### src/logic/wecu_consts.vh
`ifndef WECU_CONSTS_VH
`define WECU_CONSTS_VH

// clock
`define WECU_CLK_PERIOD_NS 10

// register indices, byte address is four times the index
`define WECU_IDX_MODE 8'h01
`define WECU_IDX_CONFIG 8'h02
`define WECU_IDX_SYS_EN 8'h04
`define WECU_IDX_SUP_EN 8'h05
`define WECU_IDX_TRX_EN 8'h06
`define WECU_IDX_WAKE_EN 8'h07
`define WECU_IDX_GLOBAL 8'h60
`define WECU_IDX_SYS_STAT 8'h61
`define WECU_IDX_SUP_STAT 8'h62
`define WECU_IDX_TRX_STAT 8'h63
`define WECU_IDX_WAKE_STAT 8'h64

// system group bits
`define WECU_SYS_WDF 0
`define WECU_SYS_SERIAL_PORT_FAILURE_EVENT 1
`define WECU_SYS_OTW 2
`define WECU_SYS_PO 4
// supply group bits
`define WECU_SUP_V1U 0
`define WECU_SUP_UV 1
`define WECU_SUP_OV 2
// transceiver group bits
`define WECU_TRX_CW 0
`define WECU_TRX_CF 1
`define WECU_TRX_CBS 4
`define WECU_TRX_PARTIAL_NET_FRAME_ERROR_EVENT 5
// wake pin group bits
`define WECU_WAKE_FALL 0
`define WECU_WAKE_RISE 1
// config bits
`define WECU_CFG_LOCKOUT 0

// writable masks
`define WECU_SYS_MASK 8'h17
`define WECU_SUP_MASK 8'h07
`define WECU_TRX_MASK 8'h33
`define WECU_WAKE_MASK 8'h03
`define WECU_SYS_EN_MASK 8'h06
`define WECU_TRX_EN_MASK 8'h13

// reset values
`define WECU_EN_RST 8'h00
`define WECU_SYS_STAT_RST 8'h10
`define WECU_LOCKOUT_RST 1'b0

// mode codes
`define WECU_MC_SLEEP 3'h1
`define WECU_MC_STANDBY 3'h4
`define WECU_MC_NORMAL 3'h7

`endif

### src/logic/wecu_pin_edge.v
`timescale 1ns/1ps
`default_nettype none

module wecu_pin_edge (
    input wire mclk,
    input wire reset,
    input wire ce,
    input wire pin,
    output wire level,
    output wire rise,
    output wire fall
);

reg meta;
reg sync;
reg last;

always @(posedge mclk or posedge reset) begin
    if (reset) begin
        meta <= 1'b0;
        sync <= 1'b0;
        last <= 1'b0;
    end else if (ce) begin
        meta <= pin;
        sync <= meta;
        last <= sync;
    end
end

assign level = sync;
assign rise = ce & sync & ~last;
assign fall = ce & ~sync & last;

endmodule

`default_nettype wire

### src/logic/wecu_delay_timer.v
`timescale 1ns/1ps
`default_nettype none

module wecu_delay_timer #(
    parameter COUNT = 100000,
    parameter WIDTH = 17
) (
    input wire mclk,
    input wire reset,
    input wire ce,
    input wire start,
    input wire stop,
    output wire running
);

reg [WIDTH-1:0] left;

// stop wins over start so a falling reset pin always halts the timer
always @(posedge mclk or posedge reset) begin
    if (reset) begin
        left <= {WIDTH{1'b0}};
    end else if (ce) begin
        if (stop) begin
            left <= {WIDTH{1'b0}};
        end else if (start) begin
            left <= COUNT[WIDTH-1:0];
        end else if (left != {WIDTH{1'b0}}) begin
            left <= left - {{(WIDTH-1){1'b0}}, 1'b1};
        end
    end
end

assign running = (left != {WIDTH{1'b0}});

endmodule

`default_nettype wire

### src/logic/wecu_top.v
`timescale 1ns/1ps
`default_nettype none
`include "wecu_consts.vh"

module wecu_top #(
    parameter EVENT_DELAY_NS = 1000000,
    parameter RESET_HOLD_CYCLES = 20,
    parameter TIMER_WIDTH = 17
) (
    input wire mclk,
    input wire reset,
    input wire ce,
    input wire psel,
    input wire penable,
    input wire pwrite,
    input wire [11:0] paddr,
    input wire [31:0] pwdata,
    output wire pready,
    output reg [31:0] prdata,
    output wire pslverr,
    input wire wake_pin,
    input wire can_offline,
    input wire overtemp_shutdown,
    input wire battery_off,
    input wire can_bus_wake_event,
    input wire power_on_event,
    input wire overtemp_warning_event,
    input wire serial_port_failure_event,
    input wire watchdog_failure_event,
    input wire second_supply_overvoltage_event,
    input wire offboard_supply_overvoltage_event,
    input wire second_supply_undervoltage_event,
    input wire offboard_supply_undervoltage_event,
    input wire host_supply_undervoltage_event,
    input wire partial_net_frame_error_event,
    input wire bus_silence_event,
    input wire transceiver_failure_event,
    output reg rxd_low_n,
    output reg reset_output_low_pin,
    output reg host_supply_on,
    output wire [2:0] mode_state
);

localparam EVENT_DELAY_CYCLES = EVENT_DELAY_NS / `WECU_CLK_PERIOD_NS;

localparam [2:0] M_OFF = 3'h0;
localparam [2:0] M_RESET = 3'h1;
localparam [2:0] M_STANDBY = 3'h2;
localparam [2:0] M_NORMAL = 3'h3;
localparam [2:0] M_SLEEP = 3'h4;
localparam [2:0] M_OVERTEMP = 3'h5;

function [7:0] reg_index;
    input [11:0] addr;
    begin
        reg_index = addr[9:2];
    end
endfunction

function is_low_mode;
    input [2:0] m;
    begin
        is_low_mode = (m == M_RESET) || (m == M_SLEEP) || (m == M_OVERTEMP) || (m == M_OFF);
    end
endfunction

////////////////////////////////////////////////////////////////////////////////
// wake pin and apb decode

wire wake_rise;
wire wake_fall;

wecu_pin_edge u_wake (
    .mclk(mclk),
    .reset(reset),
    .ce(ce),
    .pin(wake_pin),
    .level(),
    .rise(wake_rise),
    .fall(wake_fall)
);

reg [7:0] sys_stat;
reg [7:0] sup_stat;
reg [7:0] trx_stat;
reg [7:0] wake_stat;
reg [7:0] sys_en;
reg [7:0] sup_en;
reg [7:0] trx_en;
reg [7:0] wake_en;
reg lockout;
reg [2:0] mode;
reg [7:0] hold_cnt;

wire [7:0] idx = reg_index(paddr);
wire mapped = (paddr[11:10] == 2'b00) && (paddr[1:0] == 2'b00) &&
    ((idx == `WECU_IDX_MODE) || (idx == `WECU_IDX_CONFIG) ||
     (idx == `WECU_IDX_SYS_EN) || (idx == `WECU_IDX_SUP_EN) ||
     (idx == `WECU_IDX_TRX_EN) || (idx == `WECU_IDX_WAKE_EN) ||
     (idx == `WECU_IDX_GLOBAL) || (idx == `WECU_IDX_SYS_STAT) ||
     (idx == `WECU_IDX_SUP_STAT) || (idx == `WECU_IDX_TRX_STAT) ||
     (idx == `WECU_IDX_WAKE_STAT));
wire access = psel & penable & ce;
wire wr = access & pwrite & mapped;
wire [7:0] wbyte = pwdata[7:0];

// no wait state: read data is loaded in setup and handed over in access
assign pready = penable & ce;
assign pslverr = psel & penable & ~mapped;

////////////////////////////////////////////////////////////////////////////////
// summary and read path

wire [3:0] summary;
assign summary[0] = |sys_stat;
assign summary[1] = |sup_stat;
assign summary[2] = |trx_stat;
assign summary[3] = |wake_stat;
wire pending = |summary;

reg [7:0] rd_val;
always @* begin
    rd_val = 8'h00;
    case (idx)
        `WECU_IDX_MODE: rd_val = {5'h00, mode};
        `WECU_IDX_CONFIG: rd_val = {7'h00, lockout};
        `WECU_IDX_SYS_EN: rd_val = sys_en;
        `WECU_IDX_SUP_EN: rd_val = sup_en;
        `WECU_IDX_TRX_EN: rd_val = trx_en;
        `WECU_IDX_WAKE_EN: rd_val = wake_en;
        `WECU_IDX_GLOBAL: rd_val = {4'h0, summary};
        `WECU_IDX_SYS_STAT: rd_val = sys_stat;
        `WECU_IDX_SUP_STAT: rd_val = sup_stat;
        `WECU_IDX_TRX_STAT: rd_val = trx_stat;
        `WECU_IDX_WAKE_STAT: rd_val = {6'h00, wake_stat[1:0]};
        default: rd_val = 8'h00;
    endcase
end

// reads only copy state, so polling never touches the rxd signalling
always @(posedge mclk or posedge reset) begin
    if (reset) begin
        prdata <= 32'h00000000;
    end else if (ce && psel && !penable) begin
        prdata <= {24'h000000, mapped ? rd_val : 8'h00};
    end
end

////////////////////////////////////////////////////////////////////////////////
// sleep command handling

wire regular_enabled = trx_en[`WECU_TRX_CW] | wake_en[`WECU_WAKE_RISE] | wake_en[`WECU_WAKE_FALL];
wire mode_wr = wr && (idx == `WECU_IDX_MODE);
wire sleep_cmd = mode_wr && (wbyte[2:0] == `WECU_MC_SLEEP);
wire lockout_hit = sleep_cmd & lockout;
wire sleep_ok = sleep_cmd & ~lockout & regular_enabled & ~pending;

////////////////////////////////////////////////////////////////////////////////
// event capture

wire [7:0] sys_set;
wire [7:0] sup_set;
wire [7:0] trx_set;
wire [7:0] wake_set;

// po, wdf and partial_net_frame_error_event bypass the enables
assign sys_set = {3'h0, power_on_event, 1'b0,
    overtemp_warning_event & sys_en[`WECU_SYS_OTW],
    (serial_port_failure_event | lockout_hit) & sys_en[`WECU_SYS_SERIAL_PORT_FAILURE_EVENT],
    watchdog_failure_event};
assign sup_set = {5'h00,
    (second_supply_overvoltage_event | offboard_supply_overvoltage_event) & sup_en[`WECU_SUP_OV],
    (second_supply_undervoltage_event | offboard_supply_undervoltage_event) & sup_en[`WECU_SUP_UV],
    host_supply_undervoltage_event & sup_en[`WECU_SUP_V1U]};
assign trx_set = {2'h0, partial_net_frame_error_event,
    bus_silence_event & trx_en[`WECU_TRX_CBS], 2'h0,
    transceiver_failure_event & trx_en[`WECU_TRX_CF],
    can_bus_wake_event & trx_en[`WECU_TRX_CW]};
assign wake_set = {6'h00, wake_rise & wake_en[`WECU_WAKE_RISE],
    wake_fall & wake_en[`WECU_WAKE_FALL]};

wire [7:0] sys_clr = (wr && idx == `WECU_IDX_SYS_STAT) ? (wbyte & `WECU_SYS_MASK) : 8'h00;
wire [7:0] sup_clr = (wr && idx == `WECU_IDX_SUP_STAT) ? (wbyte & `WECU_SUP_MASK) : 8'h00;
wire [7:0] trx_clr = (wr && idx == `WECU_IDX_TRX_STAT) ? (wbyte & `WECU_TRX_MASK) : 8'h00;
wire [7:0] wake_clr = (wr && idx == `WECU_IDX_WAKE_STAT) ? (wbyte & `WECU_WAKE_MASK) : 8'h00;

// a clear counts only if the bit was actually set
wire any_cleared = |(sys_clr & sys_stat) | |(sup_clr & sup_stat) |
    |(trx_clr & trx_stat) | |(wake_clr & wake_stat);

// set wins over a clear in the same cycle so no event is lost
always @(posedge mclk or posedge reset) begin
    if (reset) begin
        sys_stat <= `WECU_SYS_STAT_RST;
        sup_stat <= 8'h00;
        trx_stat <= 8'h00;
        wake_stat <= 8'h00;
    end else if (ce) begin
        sys_stat <= (sys_stat & ~sys_clr) | sys_set;
        sup_stat <= (sup_stat & ~sup_clr) | sup_set;
        trx_stat <= (trx_stat & ~trx_clr) | trx_set;
        wake_stat <= (wake_stat & ~wake_clr) | wake_set;
    end
end

////////////////////////////////////////////////////////////////////////////////
// enables and configuration

always @(posedge mclk or posedge reset) begin
    if (reset) begin
        sys_en <= `WECU_EN_RST;
        sup_en <= `WECU_EN_RST;
        trx_en <= `WECU_EN_RST;
        wake_en <= `WECU_EN_RST;
        lockout <= `WECU_LOCKOUT_RST;
    end else if (ce && wr) begin
        if (idx == `WECU_IDX_SYS_EN) begin
            sys_en <= wbyte & `WECU_SYS_EN_MASK;
        end
        if (idx == `WECU_IDX_SUP_EN) begin
            sup_en <= wbyte & `WECU_SUP_MASK;
        end
        if (idx == `WECU_IDX_TRX_EN) begin
            trx_en <= wbyte & `WECU_TRX_EN_MASK;
        end
        if (idx == `WECU_IDX_WAKE_EN) begin
            wake_en <= wbyte & `WECU_WAKE_MASK;
        end
        // lockout can be set but never cleared by software
        if (idx == `WECU_IDX_CONFIG && wbyte[`WECU_CFG_LOCKOUT]) begin
            lockout <= 1'b1;
        end
    end
end

////////////////////////////////////////////////////////////////////////////////
// mode machine

reg [2:0] next_mode;
always @* begin
    next_mode = mode;
    case (mode)
        M_OFF: begin
            if (!battery_off) begin
                next_mode = M_RESET;
            end
        end
        M_RESET: begin
            if (hold_cnt == RESET_HOLD_CYCLES[7:0]) begin
                next_mode = M_STANDBY;
            end
        end
        M_STANDBY, M_NORMAL: begin
            if (sleep_cmd && !lockout) begin
                next_mode = sleep_ok ? M_SLEEP : M_RESET;
            end else if (mode_wr && wbyte[2:0] == `WECU_MC_NORMAL) begin
                next_mode = M_NORMAL;
            end else if (mode_wr && wbyte[2:0] == `WECU_MC_STANDBY) begin
                next_mode = M_STANDBY;
            end
        end
        M_SLEEP: begin
            if (pending) begin
                next_mode = M_RESET;
            end
        end
        M_OVERTEMP: begin
            if (!overtemp_shutdown) begin
                next_mode = M_RESET;
            end
        end
        default: next_mode = M_RESET;
    endcase
    if (overtemp_shutdown && mode != M_OFF) begin
        next_mode = M_OVERTEMP;
    end
    if (battery_off) begin
        next_mode = M_OFF;
    end
end

always @(posedge mclk or posedge reset) begin
    if (reset) begin
        mode <= M_RESET;
        hold_cnt <= 8'h00;
    end else if (ce) begin
        mode <= next_mode;
        if (next_mode != M_RESET || mode != M_RESET) begin
            hold_cnt <= 8'h00;
        end else begin
            hold_cnt <= hold_cnt + 8'h01;
        end
    end
end

assign mode_state = mode;

////////////////////////////////////////////////////////////////////////////////
// reset pin, delay timer and rxd signalling

reg rst_pin_prev;
wire rst_pin_fall = rst_pin_prev & ~reset_output_low_pin;
wire timer_running;

wecu_delay_timer #(
    .COUNT(EVENT_DELAY_CYCLES),
    .WIDTH(TIMER_WIDTH)
) u_timer (
    .mclk(mclk),
    .reset(reset),
    .ce(ce),
    .start(any_cleared),
    .stop(rst_pin_fall),
    .running(timer_running)
);

wire alert_mode = (can_offline && (mode == M_STANDBY || mode == M_NORMAL)) || (mode == M_SLEEP);
// while the timer runs rxd stays high; at expiry it follows pending again
wire next_rxd_low_n = ~(pending & alert_mode & ~timer_running & ~any_cleared);

always @(posedge mclk or posedge reset) begin
    if (reset) begin
        rxd_low_n <= 1'b1;
        reset_output_low_pin <= 1'b0;
        rst_pin_prev <= 1'b0;
        host_supply_on <= 1'b0;
    end else if (ce) begin
        rxd_low_n <= next_rxd_low_n;
        reset_output_low_pin <= ~is_low_mode(next_mode);
        rst_pin_prev <= reset_output_low_pin;
        host_supply_on <= (next_mode != M_SLEEP) && (next_mode != M_OFF);
    end
end

endmodule

`default_nettype wire

### config.mk
export PLATFORM = sky130hd
export DESIGN_NAME = wecu_top
export DESIGN_NICKNAME = d
export VERILOG_FILES = /design/src/logic/wecu_pin_edge.v /design/src/logic/wecu_delay_timer.v /design/src/logic/wecu_top.v
export VERILOG_INCLUDE_DIRS = /design/src /design/src/logic
export SDC_FILE = /design/constraint.sdc
export NUM_CORES = 1
export LEC_CHECK = 0
export BUFFER_PORTS_ARGS = -buffer_cell sky130_fd_sc_hd__buf_4
export CAP_MARGIN = 20
export CORE_ASPECT_RATIO = 0.6
export CORE_UTILIZATION = 40
export DETAILED_ROUTE_END_ITERATION = 8
export SLEW_MARGIN = 20
export SYNTH_ARGS = -nofsm -noshare
export SYNTH_HDL_FRONTEND = slang
export SYNTH_SLANG_ARGS = --single-unit
export TNS_END_PERCENT = 10
### constraint.sdc
create_clock -name mclk -period 3 [get_ports mclk]
set_clock_uncertainty 0.15 [all_clocks]
set_input_delay 0.6 -clock mclk [delete_from_list [all_inputs] [get_ports mclk]]
set_output_delay 0.6 -clock mclk [all_outputs]
set_load 0.05 [all_outputs]
After elaboration in Yosys (flattened, before gate mapping)
Index checks and enable logic that the tools add are counted.

Add/subtract/negate cells: 2. Equal/unequal tests: 26. Muxes and demuxes: 20. Bitwise operators: 62. Reductions and logical operators: 59.

Operators with widths (count): $pmux 8 s11 (1); $reduce_or 8->1 (8); $mux 17 (3); $eq 8x7->1 const B (5); $and 8x8->8 (4); $eq 8x3->1 const B (4); $reduce_or 32->1 (1); $mux 3 (10); $and 1x1->1 (28); $eq 3x3->1 const B (6); $logic_and 1x1->1 (18); $reduce_bool 17->1 (1); $sub 17x1->17 const B (1); $logic_or 1x1->1 (16); $mux 8 (2); $pmux 3 s4 (1); $reduce_and 2->1 (6); $not 1->1 (10); $eq 3x1->1 const B (3); $reduce_bool 3->1 (3); $add 8x1->8 const B (1); $and 2x8->8 (1); $and 3x8->8 (1); $and 5x8->8 (1); 23 further kinds (34).

Flip-flop bits (word level): 86. Output and inout bits: 40. Logic and storage cells: 189.

Logic depth before layout (Yosys ltp)
Depth after elaboration: 28. Depth in mapped cells: 8. Depth with buffers taken out: 8.

Hierarchy
Synthesis repeated with hierarchy kept, for this count alone.

Cells, all modules: 438. Area, all modules: 4166.5 µm².

By module, submodules not included: wecu_top (instances 1, cells an instance 315, area an instance 2966.6 µm²); wecu_delay_timer (instances 1, cells an instance 114, area an instance 1067.3 µm²); wecu_pin_edge (instances 1, cells an instance 9, area an instance 132.6 µm²).

Worst setup path before layout
No wires, ideal clock.

Path kind: input to output. Start point: in paddr[3]. End point: out pslverr. Arrival time: 2.085 ns. Setup slack: 0.165 ns. Stages: 7. Path through: buf_4 > or3b_1 > a21oi_2 > nor3_1 > or3_1 > clkbuf_1 > and3_1.

Longest elaborated chain between the ends: 14. Elaborated cells on any way between the ends: 24.

Ends and longest elaborated chain: start, declared (RTL line wecu_top.v:16) `input wire [11:0] paddr,`; $eq 8x1->1 or $eq 8x2->1 (tied branches); $logic_or 1x1->1 (9 in series) (RTL line wecu_top.v:97) `` ((idx == `WECU_IDX_MODE) || (idx == `WECU_IDX_CONFIG) || ``; $logic_or 1x1->1 * (RTL line wecu_top.v:97); $logic_and 1x1->1 * (RTL line wecu_top.v:96) `wire mapped = (paddr[11:10] == 2'b00) && (paddr[1:0] == 2'b00) &&`; $not 1->1 * (RTL line wecu_top.v:109) `assign pslverr = psel & penable & ~mapped;`; $and 1x1->1 * (RTL line wecu_top.v:109); end, declared (RTL line wecu_top.v:20) `output wire pslverr,`.

Every way passes the cells marked *; elsewhere a longest branch is shown, timed or not.

Worst setup path in the final report
Start point: in paddr[11]. End point: out pslverr.

Longest elaborated chain between the ends: 5.

Ends and longest elaborated chain (RTL line): $logic_not 2->1 (wecu_top.v:96); $logic_and 1x1->1 (2 in series) (wecu_top.v:96); $not 1->1 (wecu_top.v:109); $and 1x1->1 (wecu_top.v:109).

Every way passes these cells.

==> impl_metrics.tcl <==
set metrics [dict create \
    status "completed" \
    grt_overflow 0 \
    layout.nets 572 \
    yosysUniqueCellTypes 71 \
    finalHoldViolCount 0 \
    drt-initial-drc-count 321 \
    area.growth.synth_to_final_pct 20.63 \
    boundaryPins 107 \
    crit_chain "buf_4 -> or4_1 -> or3_1 -> and3_1 -> buf_4" \
    setup_viol 0 \
    drc 0 \
    synth_enable_flop_cells 0 \
    ys.warnings.count 0 \
    fillers 916 \
    regArea_mm2 0.001605 \
    gp_congestion 0.9444 \
    cts_resized 0 \
    async_reset_ff_frac 1.000 \
    fin_crit_sh 0.9459 \
    end_kind "output port" \
    numCtsBuffers 9 \
    viasPerCell 5.650 \
    syn_inst 440 \
    dieHeight_um 79.61 \
    worst_slew_margin_rel 0.5456 \
    clk_latency_ns 0.33 \
    hold_buffers 0 \
    critPathBufInv 2 \
    drive_above_1_share 0.2347 \
    core-area_mm2 0.009459 \
    hp-class "in2async" \
    cap_violations 0 \
    fmax_ghz 0.3524 \
    clk_pin_slew_ns 0.06 \
    critical_path_class "in2out" \
    slowest_stage "or4_1" \
    final_core_util 0.5120 \
    ant_nets 0 \
    p_leak_uw 0.002178 \
    h-tree-depth 3 \
    slowest_delay_ns 0.58 \
    yosysSeqAreaShare 0.3998 \
    antenna_found_initial 0 \
    dr.pass1.iters 5 \
    worstPathMaxFanout 2 \
    startpoint_type "input port" \
    path_common_cell "buf_4" \
    fin_crit_ns 2.838 \
    grt_util_all_layers 0.2292 \
    tightest_slew_ns 0.6805 \
    slew_viol_final 0 \
    power_per_cell_area_mw_per_mm2 523.0 \
    synth-seq-cells 64 \
    synth_flop_cell "dfrtp_1" \
    wl_per_cell_um 17.32 \
    die_x_um 131.3 \
    peakVddDrop_mv 0.3222 \
    tns_ns 0 \
    grt_max_degree 41 \
    cts_setup_buffers 0 \
    grt_pass1_wl_um 18570 \
    cts_sinks 64 \
    root_buffer "clkbuf_16" \
    netlist_area_mm2 0.004015 \
    via_count 3599 \
    dieArea_mm2 0.01046 \
    multi_input_area_mm2 0.002175 \
    crit_arrival_ns 2.09 \
    max-clock-path-buffers 2 \
    rows 27 \
    dpl.hpwl_um 8366 \
    worst_ep_required_time_ns 2.25 \
    floorplan.initialDensity 0.4245 \
    numPortBuffers 53 \
    crit_family "simple AND/OR/NAND/NOR gates" \
    tritoncts "done" \
    fin_hold_ws_ns 0.1952 \
    grt_pass1_vias 3455 \
    num_antenna_cells 0 \
    syn_area_per_cell_um2 9.125 \
    rsz0062_at_grt "false" \
    drt-total-wl_um 11030 \
]
[layer usage]
| layer | share of wire | vias to the layer above | global-route usage |
|---|---|---|---|
| met5 | 0 | - | 0 |
| met4 | 0.0081 | 0 | 0.06512 |
| met3 | 0.11 | 8 | 0.06603 |
| met2 | 0.37 | 159 | 0.3032 |
| met1 | 0.52 | 1723 | 0.3505 |
| li1 | - | 1709 | - |
[cells by family after synthesis]
logic type / Yosys count / synth area share
AND/OR/NAND/NOR: 194 / 0.2599
buffers and inverters: 59 / 0.08196
other: 1 / 0.0009340
AO/OA/AOI/OAI: 92 / 0.1708
XOR/XNOR: 5 / 0.01091
multiplexers: 22 / 0.06637
adder cells (fa/ha/maj): 3 / 0.009350
flip-flops: 64 / 0.3998
[worst paths after layout]
check	slack, ns	to	start	cells past startpoint
max	0.16	pslverr	paddr[11]	5
min	0.20	u_wake.meta	reset	2
max reg2reg	0.37	u_timer.left[15]	u_timer.left[0]	8
min reg2reg	0.33	prdata[2]	prdata[2]	2
max in group asynchronous	1.82	mode_state[0]	reset	3
min in group mclk	0.33	prdata[2]	prdata[2]	2
[area by class of cell]
type,count,area share
Multi-Input combinational cell,342,0.4490
Sequential cell,64,0.3314
Timing Repair Buffer,72,0.1142
Clock buffer,11,0.05012
Tap cell,130,0.03358
Clock inverter,5,0.01162
Inverter,13,0.01007
[sequential cells by signal (all words and copies together) (netlist names), 2 cells and up]
register,count
hold_cnt,8
mode_state,2
prdata,6
sup_en,3
sup_stat,3
sys_en,2
sys_stat,4
trx_en,3
trx_stat,4
u_timer.left,17
wake_en,2
wake_stat,2
[Yosys cell counts (3+ instances only)]
master	instances	area share
xor2_1	3	0.0065
nand2b_1	5	0.0078
nand3b_1	3	0.0056
a21o_1	3	0.0056
nand3_1	12	0.015
o211a_1	3	0.0075
dfrtp_1	61	0.38
ha_1	3	0.0093
a31oi_1	4	0.0062
o21a_1	3	0.0056
nor4b_1	3	0.0065
o2bb2ai_1	5	0.011
or4_1	6	0.011
mux2i_1	3	0.0075
nand2_1	50	0.047
a32o_1	7	0.017
nor2_1	38	0.036
a21oi_1	8	0.010
dfstp_2	3	0.020
nor3_1	20	0.025
buf_4	28	0.052
and3_1	7	0.011
nor4_1	9	0.014
nor2b_1	6	0.0093
mux2_2	17	0.048
o21ai_0	15	0.019
o31ai_1	5	0.0093
nand4_1	11	0.017
or3_1	5	0.0078
inv_1	13	0.012
a22oi_1	5	0.0093
clkbuf_1	15	0.014
o22ai_1	6	0.0093
a22o_1	6	0.013
[cells in the final DEF, fill, tap and decap left out, types with 6 or more instances in the layout]
master	netlist	routed
or4_1	6	6
nand4_1	11	11
nand2_1	50	50
a22o_1	6	6
nor4_1	9	9
buf_4	28	71
o22ai_1	6	6
nor2_1	38	38
mux2_2	17	17
and3_1	7	7
inv_1	13	12
dfrtp_1	61	61
a21oi_1	8	8
a32o_1	7	7
nor3_1	20	20
nand3_1	12	12
o21ai_0	15	15
conb_1	1	26
nor2b_1	6	6
clkbuf_16	0	9
[where the power goes]
group	switching [uW]	internal (uW)	total, uW
Clock	385	664	1050
Sequential	80.5	936	1020
Combinational	294	174	468
Total	759	1770	2530
[stage by stage]
step	instances	total power [uW]	cell area, um2	setup WS (ns)
3_3_place_gp	621	1481	4544	0.1752
3_5_place_dp	621	1494	4544	0.1620
5_1_grt	637	2669	4843	0.1192
6_report	637	2533	4843	0.1624
4_1_cts	637	2555	4843	0.1573
2_1_floorplan	465	1376	4109	0.1651
(Power assumes the default switching activity.)
